File: config.mk
export PLATFORM = sky130hd
export DESIGN_NAME = pesnl_top
export DESIGN_NICKNAME = d
export VERILOG_FILES = /design/src/pkg/pesnl_pkg.sv /design/src/hw/pesnl_traffic_match.sv /design/src/hw/pesnl_ll_path.sv /design/src/hw/pesnl_top.sv
export SDC_FILE = /design/constraint.sdc
export NUM_CORES = 1
export LEC_CHECK = 0
export BUFFER_PORTS_ARGS = -buffer_cell sky130_fd_sc_hd__buf_2
export CAP_MARGIN = 10
export CORE_ASPECT_RATIO = 1.25
export CORE_MARGIN = 1.5
export CORE_UTILIZATION = 49
export DETAILED_ROUTE_END_ITERATION = 8
export GPL_TIMING_DRIVEN = 0
export PLACE_DENSITY = 0.75
export SLEW_MARGIN = 30
export SYNTH_ARGS = -nofsm -noshare
export SYNTH_HDL_FRONTEND = slang
export SYNTH_HIERARCHICAL = 1
export SYNTH_SLANG_ARGS = --single-unit
File: constraint.sdc
create_clock -name i_sys_clk -period 3.6 [get_ports i_sys_clk]
set_input_delay 0.72 -clock i_sys_clk [delete_from_list [all_inputs] [get_ports i_sys_clk]]
set_output_delay 0.72 -clock i_sys_clk [all_outputs]
set_load 0.01 [all_outputs]
File: src/pkg/pesnl_pkg.sv
/*
  Shared constants and carriers for the performance event selector of the
  node-controller/home unit and the link-layer units.
  Assumes a single core clock and an APB master with 32-bit data.
*/
//
// Summary of operation
// - ECC selection comes from home select word bits 33 to 30.
// - Each ECC bit enables one single or double error type, any combination.
// - Output-interface selection comes from home select word bits 36 to 34.
// - Interface field picks one direction and one of packet, flit, starved.
// - Traffic-match selection comes from home select word bits 73 to 37.
// - Only one link-layer path selection works; all other path selections never count.
// - Link-layer interface selection comes from link select word bits 32 to 25.
// - Path select chooses exactly one traffic path; output buffer flits 0-1 usable.
// - Path event chooses one of packet, packet idle latency, flit, starved.
package pesnl_pkg;

  // Register byte offsets.
  localparam logic [7:0] OFS_HOME_LO  = 8'h00;
  localparam logic [7:0] OFS_HOME_MID = 8'h04;
  localparam logic [7:0] OFS_HOME_HI  = 8'h08;
  localparam logic [7:0] OFS_LL_LO    = 8'h0C;
  localparam logic [7:0] OFS_LL_HI    = 8'h10;
  localparam logic [7:0] OFS_SETUP    = 8'h14;
  localparam logic [7:0] OFS_COUNT    = 8'h18;
  localparam logic [7:0] OFS_IRQ_STAT = 8'h1C;
  localparam logic [7:0] OFS_IRQ_MASK = 8'h20;

  // Select word widths and field positions.
  localparam int HOME_W    = 74;
  localparam int LL_W      = 33;
  localparam int ECC_LSB   = 30;
  localparam int ECC_MSB   = 33;
  localparam int IF_LSB    = 34;
  localparam int IF_MSB    = 36;
  localparam int TM_LSB    = 37;
  localparam int TM_MSB    = 73;
  localparam int LL_EV_LSB = 25;
  localparam int LL_EV_MSB = 27;
  localparam int LL_PS_LSB = 28;
  localparam int LL_PS_MSB = 32;
  localparam int NID_W     = 5;
  localparam int LL_N      = 9;

  // Encodings.
  localparam logic [1:0] IF_PACKET     = 2'h1;
  localparam logic [1:0] IF_FLIT       = 2'h2;
  localparam logic [1:0] IF_STARVE     = 2'h3;
  localparam logic [4:0] LL_PS_GOOD    = 5'h11;
  localparam logic [2:0] LL_PACKET     = 3'h1;
  localparam logic [2:0] LL_IDLE       = 3'h2;
  localparam logic [2:0] LL_FLIT       = 3'h3;
  localparam logic [2:0] LL_STARVE     = 3'h4;
  localparam logic [2:0] EN_LOCAL      = 3'h1;
  localparam logic [2:0] EVSRC_UNIT    = 3'h0;
  localparam logic [2:0] RST_NONE      = 3'h0;
  localparam logic [1:0] CMP_OFF       = 2'h0;
  localparam logic [1:0] MODE_EVENTS   = 2'h0;
  localparam logic [1:0] UTYPE_HOME    = 2'h0;
  localparam logic [1:0] UTYPE_LL      = 2'h1;
  localparam logic [8:0] USRC_HOME     = 9'h001;
  localparam logic [31:0] SETUP_RESET  = 32'h00000000;
  localparam logic [31:0] COUNT_MAX    = 32'hFFFFFFFF;

  // Interrupt status bits.
  localparam int IRQ_W    = 3;
  localparam int IRQ_HOME = 0;
  localparam int IRQ_LL   = 1;
  localparam int IRQ_WRAP = 2;

  typedef struct packed {
    logic             reserved;
    logic [1:0]       unit_type;
    logic [LL_N-1:0]  unit_src;
    logic [1:0]       spare;
    logic [1:0]       compare;
    logic [2:0]       reset_src;
    logic [2:0]       event_src;
    logic [1:0]       mode;
    logic [2:0]       status_out;
    logic [2:0]       enable_src;
    logic [1:0]       low_spare;
  } pesnl_setup_s;

  typedef struct packed {
    logic             rev_dir;
    logic [NID_W-1:0] dest_node_id;
    logic [NID_W-1:0] dest_node_id_mask;
    logic [NID_W-1:0] requester_node_id;
    logic [NID_W-1:0] requester_node_id_mask;
    logic [3:0]       message_class;
    logic [3:0]       message_class_mask;
    logic [3:0]       opcode_value;
    logic [3:0]       opcode_mask;
  } pesnl_match_s;

  typedef struct packed {
    logic             valid;
    logic [NID_W-1:0] dest_node_id;
    logic [NID_W-1:0] requester_node_id;
    logic [3:0]       message_class;
    logic [3:0]       opcode_value;
  } pesnl_pkt_s;

  typedef struct packed {
    logic packet_emitted;
    logic flit_emitted;
    logic credit_starved;
  } pesnl_obuf_s;

  typedef struct packed {
    logic packet_emitted;
    logic packet_idle_latency;
    logic flit_emitted;
    logic credit_starved;
  } pesnl_ll_ev_s;

endpackage

File: src/hw/pesnl_traffic_match.sv
/*
  Traffic matcher for the home unit: compares one packet header per cycle
  in the selected direction against programmed values under masks.
  Assumes header inputs come from logic on the same clock.
*/
`timescale 1ns/1ps
module pesnl_traffic_match
  import pesnl_pkg::*;
(
  input  wire pesnl_pkg::pesnl_match_s i_cfg,
  input  wire pesnl_pkg::pesnl_pkt_s   i_fwd_pkt,
  input  wire pesnl_pkg::pesnl_pkt_s   i_rev_pkt,
  output logic                         o_hit
);
  import pesnl_pkg::*;

  wire pesnl_pkt_s pkt     = i_cfg.rev_dir ? i_rev_pkt : i_fwd_pkt;
  wire             dest_ok = ((pkt.dest_node_id ^ i_cfg.dest_node_id) & i_cfg.dest_node_id_mask) == '0;
  wire             req_ok  = ((pkt.requester_node_id ^ i_cfg.requester_node_id)
                              & i_cfg.requester_node_id_mask) == '0;
  wire             cls_ok  = ((pkt.message_class ^ i_cfg.message_class) & i_cfg.message_class_mask) == '0;
  wire             opc_ok  = ((pkt.opcode_value ^ i_cfg.opcode_value) & i_cfg.opcode_mask) == '0;

  // A mask bit of one enables comparison of that bit position.
  assign o_hit = pkt.valid & dest_ok & req_ok & cls_ok & opc_ok;

endmodule // pesnl_traffic_match

File: src/hw/pesnl_ll_path.sv
/*
  Link-layer interface event selector: picks one path event from each
  link-layer instance enabled by the source mask and merges them.
  Assumes instance events come from logic on the same clock.
*/
`timescale 1ns/1ps
module pesnl_ll_path
  import pesnl_pkg::*;
#(
  parameter int N = 9
) (
  input  wire logic [4:0]                  i_path_select,
  input  wire logic [2:0]                  i_path_event,
  input  wire logic [N-1:0]                i_src_mask,
  input  wire pesnl_pkg::pesnl_ll_ev_s [N-1:0] i_ev,
  output logic                             o_hit
);
  import pesnl_pkg::*;

  logic [N-1:0] inst_hit;

  // Only the output buffer flit 0 and 1 path is wired correctly.
  wire path_ok = i_path_select == LL_PS_GOOD;

  genvar g;
  generate
    for (g = 0; g < N; g++) begin : g_inst
      wire ev_sel = (i_path_event == LL_PACKET) ? i_ev[g].packet_emitted :
                    (i_path_event == LL_IDLE) ? i_ev[g].packet_idle_latency :
                    (i_path_event == LL_FLIT) ? i_ev[g].flit_emitted :
                    (i_path_event == LL_STARVE) ? i_ev[g].credit_starved : 1'b0;
      assign inst_hit[g] = i_src_mask[g] & ev_sel;
    end
  endgenerate

  assign o_hit = path_ok & (|inst_hit);

endmodule // pesnl_ll_path

File: src/hw/pesnl_top.sv
/*
  Performance event selector for the home unit and the link-layer units,
  with one event counter, an APB register slave and a level interrupt.
  Assumes the APB master and all event sources run on i_sys_clk.
*/
`timescale 1ns/1ps
module pesnl_top
  import pesnl_pkg::*;
(
  input  wire logic                            i_sys_clk,
  input  wire logic                            i_rst,
  input  wire logic [7:0]                      i_paddr,
  input  wire logic                            i_psel,
  input  wire logic                            i_penable,
  input  wire logic                            i_pwrite,
  input  wire logic [31:0]                     i_pwdata,
  output logic [31:0]                          o_prdata,
  output logic                                 o_pready,
  output logic                                 o_pslverr,
  input  wire logic [3:0]                      i_ecc_err,
  input  wire pesnl_pkg::pesnl_obuf_s          i_fwd_obuf,
  input  wire pesnl_pkg::pesnl_obuf_s          i_rev_obuf,
  input  wire pesnl_pkg::pesnl_pkt_s           i_fwd_pkt,
  input  wire pesnl_pkg::pesnl_pkt_s           i_rev_pkt,
  input  wire pesnl_pkg::pesnl_ll_ev_s [8:0]   i_ll_ev,
  output logic                                 o_home_event,
  output logic                                 o_ll_event,
  output logic                                 o_irq
);
  import pesnl_pkg::*;

  ////////////////////////////////////////////////////////////////////////////
  // Registers.

  logic [HOME_W-1:0] home_unit_event_select;
  logic [LL_W-1:0]   link_layer_event_select;
  pesnl_setup_s      counter_setup_word;
  logic [31:0]       count;
  logic [IRQ_W-1:0]  irq_stat;
  logic [IRQ_W-1:0]  irq_mask;
  logic [31:0]       prdata;
  logic              pslverr;
  logic              home_event;
  logic              ll_event;

  ////////////////////////////////////////////////////////////////////////////
  // APB decode.

  wire setup_phase  = i_psel & ~i_penable;
  wire access_phase = i_psel & i_penable;
  wire wr_en        = access_phase & i_pwrite;

  wire hit_home_lo  = i_paddr == OFS_HOME_LO;
  wire hit_home_mid = i_paddr == OFS_HOME_MID;
  wire hit_home_hi  = i_paddr == OFS_HOME_HI;
  wire hit_ll_lo    = i_paddr == OFS_LL_LO;
  wire hit_ll_hi    = i_paddr == OFS_LL_HI;
  wire hit_setup    = i_paddr == OFS_SETUP;
  wire hit_count    = i_paddr == OFS_COUNT;
  wire hit_stat     = i_paddr == OFS_IRQ_STAT;
  wire hit_mask     = i_paddr == OFS_IRQ_MASK;
  wire hit_any      = hit_home_lo | hit_home_mid | hit_home_hi | hit_ll_lo | hit_ll_hi |
                      hit_setup | hit_count | hit_stat | hit_mask;

  wire [31:0] rd_mux =
    hit_home_lo  ? home_unit_event_select[31:0] :
    hit_home_mid ? home_unit_event_select[63:32] :
    hit_home_hi  ? {22'h000000, home_unit_event_select[HOME_W-1:64]} :
    hit_ll_lo    ? link_layer_event_select[31:0] :
    hit_ll_hi    ? {31'h00000000, link_layer_event_select[LL_W-1]} :
    hit_setup    ? counter_setup_word :
    hit_count    ? count :
    hit_stat     ? {29'h00000000, irq_stat} :
    hit_mask     ? {29'h00000000, irq_mask} : 32'h00000000;

  // Zero wait states: read data and error are captured in the setup phase.
  assign o_pready  = 1'b1;
  assign o_prdata  = prdata;
  assign o_pslverr = pslverr;

  always_ff @(posedge i_sys_clk) begin
    if (i_rst) begin
      prdata  <= 32'h00000000;
      pslverr <= 1'b0;
    end else if (setup_phase) begin
      prdata  <= i_pwrite ? 32'h00000000 : rd_mux;
      pslverr <= ~hit_any;
    end
  end

  ////////////////////////////////////////////////////////////////////////////
  // Select and setup word storage.

  always_ff @(posedge i_sys_clk) begin
    if (i_rst) begin
      home_unit_event_select <= '0;
    end else if (wr_en) begin
      if (hit_home_lo) begin
        home_unit_event_select[31:0] <= i_pwdata;
      end
      if (hit_home_mid) begin
        home_unit_event_select[63:32] <= i_pwdata;
      end
      if (hit_home_hi) begin
        home_unit_event_select[HOME_W-1:64] <= i_pwdata[9:0];
      end
    end
  end

  always_ff @(posedge i_sys_clk) begin
    if (i_rst) begin
      link_layer_event_select <= '0;
    end else if (wr_en) begin
      if (hit_ll_lo) begin
        link_layer_event_select[31:0] <= i_pwdata;
      end
      if (hit_ll_hi) begin
        link_layer_event_select[LL_W-1] <= i_pwdata[0];
      end
    end
  end

  always_ff @(posedge i_sys_clk) begin
    if (i_rst) begin
      counter_setup_word <= SETUP_RESET;
    end else if (wr_en & hit_setup) begin
      counter_setup_word <= i_pwdata;
    end
  end

  ////////////////////////////////////////////////////////////////////////////
  // Home unit field extraction.

  wire [3:0]   ecc_sel  = home_unit_event_select[ECC_MSB:ECC_LSB];
  wire [2:0]   if_sel   = home_unit_event_select[IF_MSB:IF_LSB];
  wire pesnl_match_s tm_cfg = home_unit_event_select[TM_MSB:TM_LSB];
  wire         tm_on    = |home_unit_event_select[TM_MSB:TM_LSB];

  // Bits 0 and 2 are forward single and double, bits 1 and 3 the reverse ones.
  wire         ecc_hit  = |(ecc_sel & i_ecc_err);

  // Top bit picks the crossing direction, low bits pick one event.
  wire pesnl_obuf_s obuf = if_sel[2] ? i_rev_obuf : i_fwd_obuf;
  wire         if_hit   = (if_sel[1:0] == IF_PACKET) ? obuf.packet_emitted :
                          (if_sel[1:0] == IF_FLIT) ? obuf.flit_emitted :
                          (if_sel[1:0] == IF_STARVE) ? obuf.credit_starved : 1'b0;

  logic        tm_hit;

  pesnl_traffic_match u_match (
    .i_cfg     (tm_cfg),
    .i_fwd_pkt (i_fwd_pkt),
    .i_rev_pkt (i_rev_pkt),
    .o_hit     (tm_hit)
  );

  // An all-zero traffic field leaves traffic matching off.
  wire         home_hit = ecc_hit | if_hit | (tm_on & tm_hit);

  ////////////////////////////////////////////////////////////////////////////
  // Link-layer field extraction.

  wire [4:0]   ll_is    = link_layer_event_select[LL_PS_MSB:LL_PS_LSB];
  wire [2:0]   ll_ie    = link_layer_event_select[LL_EV_MSB:LL_EV_LSB];
  logic        ll_hit;

  pesnl_ll_path #(
    .N (LL_N)
  ) u_ll_path (
    .i_path_select (ll_is),
    .i_path_event  (ll_ie),
    .i_src_mask    (counter_setup_word.unit_src),
    .i_ev          (i_ll_ev),
    .o_hit         (ll_hit)
  );

  ////////////////////////////////////////////////////////////////////////////
  // Counter setup qualification.

  wire setup_common = counter_setup_word.enable_src == EN_LOCAL &&
                      counter_setup_word.event_src == EVSRC_UNIT &&
                      counter_setup_word.reset_src == RST_NONE &&
                      counter_setup_word.compare == CMP_OFF &&
                      counter_setup_word.mode == MODE_EVENTS;
  wire sel_home     = setup_common && counter_setup_word.unit_type == UTYPE_HOME &&
                      counter_setup_word.unit_src == USRC_HOME;
  wire sel_ll       = setup_common && counter_setup_word.unit_type == UTYPE_LL;
  wire count_inc    = (sel_home & home_hit) | (sel_ll & ll_hit);
  wire wrap         = count_inc & (count == COUNT_MAX);

  ////////////////////////////////////////////////////////////////////////////
  // Event counter and event outputs.

  always_ff @(posedge i_sys_clk) begin
    if (i_rst) begin
      count <= 32'h00000000;
    end else if (wr_en & hit_count) begin
      count <= i_pwdata;
    end else if (count_inc) begin
      count <= count + 32'h00000001;
    end
  end

  always_ff @(posedge i_sys_clk) begin
    if (i_rst) begin
      home_event <= 1'b0;
      ll_event   <= 1'b0;
    end else begin
      home_event <= sel_home & home_hit;
      ll_event   <= sel_ll & ll_hit;
    end
  end

  assign o_home_event = home_event;
  assign o_ll_event   = ll_event;

  ////////////////////////////////////////////////////////////////////////////
  // Interrupts: a new event wins over a write-one clear in the same cycle.

  wire [IRQ_W-1:0] irq_set   = {wrap, sel_ll & ll_hit, sel_home & home_hit};
  wire [IRQ_W-1:0] irq_clr   = (wr_en & hit_stat) ? i_pwdata[IRQ_W-1:0] : '0;
  wire [IRQ_W-1:0] next_stat = (irq_stat & ~irq_clr) | irq_set;

  always_ff @(posedge i_sys_clk) begin
    if (i_rst) begin
      irq_stat <= '0;
      irq_mask <= '0;
    end else begin
      irq_stat <= next_stat;
      if (wr_en & hit_mask) begin
        irq_mask <= i_pwdata[IRQ_W-1:0];
      end
    end
  end

  assign o_irq = |(irq_stat & irq_mask);

endmodule // pesnl_top

# [Word-level counts from Yosys, hierarchy flattened]
# Cells that the tools add are included.
# Widths: inputs -> output; s select.
[totals] word_cells=176 reg_bits=212 input_bits=129
[op_classes] n_addsub=1 n_mux=54 reduce_logical=27 n_eq_ne=20 n_bitwise=51
[op_table] cell="$mux 32" n=10
[op_table] cell="$mux 1" n=39
[op_table] cell="$reduce_or 37->1" n=1
[op_table] cell="$add 32x1->32 const B" n=1
[op_table] cell="$eq 32x32->1 const B" n=1
[op_table] cell="$eq 8x5->1 const B" n=4
[op_table] cell="$and 1x1->1" n=25
[op_table] cell="$mux 19" n=1
[op_table] cell="$eq 8x4->1 const B" n=2
[op_table] cell="$and 4x4->4" n=3
[op_table] cell="$mux 3" n=4
[op_table] cell="$or 1x1->1" n=11
[op_table] cell="$and 5x5->5" n=2
[op_table] cell="$logic_not 5->1" n=2
[op_table] cell="$reduce_and 2->1" n=5
[op_table] cell="$xor 5x5->5" n=2
[op_table] cell="$eq 9x1->1 const B" n=1
[op_table] cell="$reduce_or 9->1" n=1
[op_table] cell="$eq 8x3->1 const B" n=1
[op_table] cell="$eq 8x6->1 const B" n=1
[op_table] cell="$logic_not 4->1" n=2
[op_table] cell="$logic_not 8->1" n=1
[op_table] cell="$xor 4x4->4" n=2
[op_table] cell="$logic_and 1x1->1" n=7
[op_table] cell="15 further kinds" n=24

# [Logic depth before layout (Yosys ltp)]
[depth] word_depth=14 ltp_mapped=13

# [Hierarchy]
# The synthesis kept the hierarchy.
[by_module_without_submodules] module="pesnl_top" cells_per_inst=1285 n_inst=1 seq_area_each_um2=4244.1 area_each_um2=9873.2
[by_module_without_submodules] module="pesnl_ll_path" cells_per_inst=64 n_inst=1 seq_area_each_um2=0.0 area_each_um2=470.5
[by_module_without_submodules] module="pesnl_traffic_match" cells_per_inst=52 n_inst=1 seq_area_each_um2=0.0 area_each_um2=462.9

# [Least setup slack after synthesis]
# No wires, ideal clock.
[synth_timing] path_kind="input to register" start="input i_rev_pkt[7] (netlist name)" end="register count[12]" setup_ns=0.091 t_arrival_ns=2.712 path_slack_ns=0.797 stages=10 path_buffers=1 t_required_ns=3.509 path_cell_list="mux2i_1 -> xnor2_1 -> a222oi_1 -> nand3_1 -> nor3_2 -> nand3_2 -> o211a_1 -> buf_6 -> or4_1 -> a311oi_1"
[synth_via] elab_chain_cells=11
[synth_rtl] item="from (decl)" line_no="pesnl_top.sv:24" source="input wire pesnl_pkg::pesnl_pkt_s i_rev_pkt,"
[synth_rtl] item="$mux 19" line_no="pesnl_traffic_match.sv:17" source="wire pesnl_pkt_s pkt = i_cfg.rev_dir ? i_rev_pkt : i_fwd_pkt;"
[synth_rtl] item="$xor 4x4->4" line_no="pesnl_traffic_match.sv:21" source="wire cls_ok = ((pkt.message_class ^ i_cfg.message_class) & i_cfg.message_class_mask) == '0;"
[synth_rtl] item="$and 4x4->4" line_no="pesnl_traffic_match.sv:21"
[synth_rtl] item="$logic_not 4->1" line_no="pesnl_traffic_match.sv:21"
[synth_rtl] item="$and 1x1->1 (2 in series)" line_no="pesnl_traffic_match.sv:25" source="assign o_hit = pkt.valid & dest_ok & req_ok & cls_ok & opc_ok;"
[synth_rtl] item="via tm_hit" line_no="pesnl_top.sv:148" source="logic tm_hit;"
[synth_rtl] item="$and 1x1->1" line_no="pesnl_top.sv:158" source="wire home_hit = ecc_hit | if_hit | (tm_on & tm_hit);"
[synth_rtl] item="$or 1x1->1" line_no="pesnl_top.sv:158"
[synth_rtl] item="$and 1x1->1" line_no="pesnl_top.sv:188" source="wire count_inc = (sel_home & home_hit) | (sel_ll & ll_hit);"
[synth_rtl] item="$or 1x1->1" line_no="pesnl_top.sv:188"
[synth_rtl] item="$reduce_bool 2->1 (no source line)"
[synth_rtl] item="to (signal assigned)" line_no="pesnl_top.sv:198" source="count <= i_pwdata;"
[synth_rtl] item="to (signal assigned)" line_no="pesnl_top.sv:200" source="count <= count + 32'h00000001;"
[synth_rtl] item="to (decl)" line_no="pesnl_top.sv:38" source="logic [31:0] count;"
# The timed path passes the listed nets, and every way through them passes these cells.
# A chain may end at the register's enable or synchronous reset.

# [Final worst setup path]
[layout_timing] start="register home_unit_event_select[73]" end="register count[29]"
[layout_via] elab_chain_cells=13 elab_cells_between_ends=23 classes_between="mux: 1; bitwise: 16; reduce/logical: 6"
[layout_rtl] item="from (decl)" line_no="pesnl_top.sv:35" source="logic [HOME_W-1:0] home_unit_event_select;"
[layout_rtl] item="from (signal, indexed assignment)" line_no="pesnl_top.sv:105" source="home_unit_event_select[HOME_W-1:64] <= i_pwdata[9:0];"
[layout_rtl] item="$mux 19 (*)" line_no="pesnl_traffic_match.sv:17"
[layout_rtl] item="$xor 5x5->5" line_no="pesnl_traffic_match.sv:18" source="wire dest_ok = ((pkt.dest_node_id ^ i_cfg.dest_node_id) & i_cfg.dest_node_id_mask) == '0;"
[layout_rtl] item="$and 5x5->5" line_no="pesnl_traffic_match.sv:18"
[layout_rtl] item="$logic_not 5->1" line_no="pesnl_traffic_match.sv:18"
[layout_rtl] item="$and 1x1->1 (3 in series)" line_no="pesnl_traffic_match.sv:25"
[layout_rtl] item="$and 1x1->1 (*)" line_no="pesnl_traffic_match.sv:25"
[layout_rtl] item="via tm_hit" line_no="pesnl_top.sv:148"
[layout_rtl] item="$and 1x1->1 (*)" line_no="pesnl_top.sv:158"
[layout_rtl] item="$or 1x1->1 (*)" line_no="pesnl_top.sv:158"
[layout_rtl] item="$and 1x1->1 (*)" line_no="pesnl_top.sv:188"
[layout_rtl] item="$or 1x1->1 (*)" line_no="pesnl_top.sv:188"
[layout_rtl] item="$reduce_bool 2->1 (no source line) (*)"
# Mark *: on every way through the listed nets, which the timed path passes. The rest lies on a longest branch.

==> results.yml <==
outcome:
  status: "finished, final reports clean"
place:
  dp_hpwl_um: 31800
  gp_congestion: 1.02
  port_buffers: 160
  dp_cells: 1840
cts:
  numCtsBuffers: 23
  clkLatencyLatePin_ns: 0.52
  htreeDepth: 1
  clk_pin_slew_ns: 0.06
  cts_buffer_depth: 3
  clock-root-buffer: "clkbuf_16"
  tritoncts: "yes"
  cts.sinks: 212
sta:
  worst_hold_slack_ns: 0.449
  max_slew_margin_pct: 40.3
  skew_ns: 0.0154
  tightest_slew_ns: 0.894
  hold_viol: 0
  fin_setup_tns_ns: 0
  post-route-min-period_ns: 3.40
  rsz0062_at_grt: "no"
  period_share_pct: 94.4
  setup_viol: 0
  fmax_ghz: 0.294
  maxSlewViolCount: 0
setup_path:
  critPathLaunchType: "flop"
  crit_buf_inv: 4
  cp_cell_sequence: "buf_6 -> buf_6 -> mux2i_1 -> xnor2_1 -> a22oi_1 -> nand4_1 -> nor3_2 -> nand3_2 -> o211ai_1 -> buf_4 -> buf_2 -> a211oi_1 -> nor4_2"
  cpMostUsedCell: "buf_6"
  crit_fanout: 10
  worstPathArrival_ns: 3.82
  critPathTopFamily: "buffers and inverters"
  worst_setup_path_end_kind: "flop"
  slowest_delay_ns: 0.46
  worst-setup-path-type: "reg2reg"
  cp_slowest_cell: "o211ai_1"
  worstPathRequired_ns: 4.02
final_layout:
  nets: 1717
  final_common_cell: "nand2_1"
  drive_gt1_share_pct: 15.9
  fill_cells: 2034
  antenna_cells: 0
  final_core_util_pct: 58.9
  final_cell_mix: "332 x nand2_1, 210 x dfxtp_1, 200 x a21oi_1, 181 x buf_2, 89 x nor2_1"
  area_growth_pct: 17.8
  stdcell_count: 1879
detailed_routing:
  ant_nets: 0
  routedWlPerCell_um: 22.5
  via_per_inst: 6.35
  wirelength_um: 42400
  drc: 0
  dr.pass1.iters: 7
  vias: 11900
  first_iter_violations: 1678
floorplanning:
  initial_core_util_pct: 50.0
  dieWidth_um: 136
  die-area_sq_um: 23000
  rows: 60
  die_y_um: 169
  core_area_sq_um: 21600
  io_pins: 166
global_route:
  antenna_found_initial: 0
  overflow: 0
  grtUsageTotal_pct: 36.1
  grt_max_degree: 14
  grt_pass1_wl_um: 63700
  grt_pass1_vias: 11100
logic_synthesis:
  seq_area_frac_synth_pct: 39.3
  synth-edff-count: 0
  synth-seq-cells: 212
  synth.distinct_cells: 77
  synth.top_cell.area_share_pct: 39.3
  yosys.area.top_type: "dfxtp_1"
  netlist_area_sq_um: 10800
  synth_ff_type: "dfxtp_1"
  synthArstFlopShare_pct: 0
  synth_nets: 1531
  yosysWarningCount: 6
  yosys-top-cells-area: "dfxtp_1 39%, nand2_1 12%, a21oi_1 9.3%"
  synth_cells: 1401
  synth_area_per_cell_sq_um: 7.71
run:
  drv_cap: 0
pwr:
  power.static_leakage_nw: 4.27
  p_per_area_nw_per_um2: 400
  ir_drop_uv: 305
min_path:
  hp-class: "reg2reg"
[synthesized netlist by cell type, types with 12 or more instances]
cell      instances
nand3_1          36
a221o_1          22
buf_2            20
nor2_1           89
o21ai_0          17
nor4_1           29
o221ai_1         23
a21oi_1         200
nor3_1           21
mux2i_1          24
clkbuf_1         85
xnor2_1          19
a22oi_1          42
a211oi_1         12
a311oi_1         17
and3_1           13
dfxtp_1         212
nand2_1         332
[area by class of cell]
cell class                      instances  area [sq um]  area share, %
Buffer                                117           524           4.12
Sequential cell                       212          4250           33.4
Tap cell                              279           349           2.74
Multi-Input combinational cell       1065          6020           47.3
Clock buffer                           32           649           5.10
Inverter                                7          26.3          0.206
Clock inverter                          6           109          0.855
Timing Repair Buffer                  161           808           6.35
[where the power goes]
group,switching [W],internal (W)
clock,0.000963,0.00147
combinational,0.000218,0.0000954
sequential,0.00000160,0.00235
[through the flow]
stage / power (W) / cell area, sq um / setup slack, ns
2_1_floorplan: 0.00252 / 10800 / 0.797
3_3_place_gp: 0.00270 / 12000 / 0.0315
3_5_place_dp: 0.00270 / 12000 / 0.0439
4_1_cts: 0.00508 / 12700 / 0.104
5_1_grt: 0.00520 / 12700 / 0.0570
6_report: 0.00509 / 12700 / 0.200
[timing repair]
item                       CTS  global route
pin swaps                    1             1
resized for setup            0             7
setup buffers                1             0
setup endpoints to repair    1            22
gates cloned                 0             0
hold buffers                 0             0
[registers in the layout, indices dropped and copies added (netlist names), 3 cells and up]
| name | cells |
|---|---|
| irq_stat | 3 |
| home_unit_event_select | 74 |
| count | 32 |
| counter_setup_word | 32 |
| irq_mask | 3 |
| link_layer_event_select | 33 |
| o_prdata | 32 |
[worst register-to-register path: cells and delay by family (launching register included)]
family	cells	cell delay, ns
AO/OA/AOI/OAI	3	0.87
XOR/XNOR	1	0.12
buffers and inverters	4	0.89
flip-flops	1	0.43
multiplexers	1	0.27
AND/OR/NAND/NOR	4	0.74
[cells by family (layout without fill, tap and decap cells)]
family | Yosys count | in the layout | share of synthesized area, %
simple gates | 619 | 619 | 27.5
mux | 25 | 25 | 2.43
buf+inv | 124 | 323 | 5.07
compound gates | 400 | 400 | 24.0
fa+ha+maj | 1 | 1 | 0.116
flops | 212 | 212 | 39.3
other cells | 1 | 1 | 0.0347
xor+xnor | 19 | 19 | 1.54
[path summary, 6_finish.rpt]
kind / to / startpoint / slack, ns / depth (start not counted)
min reg2reg: o_prdata[20]$_SDFFE_PP0P_ / o_prdata[20]$_SDFFE_PP0P_ / 0.45 / 2
max reg2reg: count[29]$_SDFFE_PP0P_ / home_unit_event_select[73]$_SDFFE_PP0P_ / 0.20 / 13
max: count[29]$_SDFFE_PP0P_ / home_unit_event_select[73]$_SDFFE_PP0P_ / 0.20 / 13
min: o_prdata[20]$_SDFFE_PP0P_ / o_prdata[20]$_SDFFE_PP0P_ / 0.45 / 2
[metal layers]
layer	wire [um]	GRT usage (%)	up-vias
li1	-	-	5478
met4	2530	19.8	0
met3	4590	5.30	147
met1	16000	46.1	5571
met5	0	0	-
met2	19200	58.3	732
No activity file was read; power rests on OpenSTA's default activity.
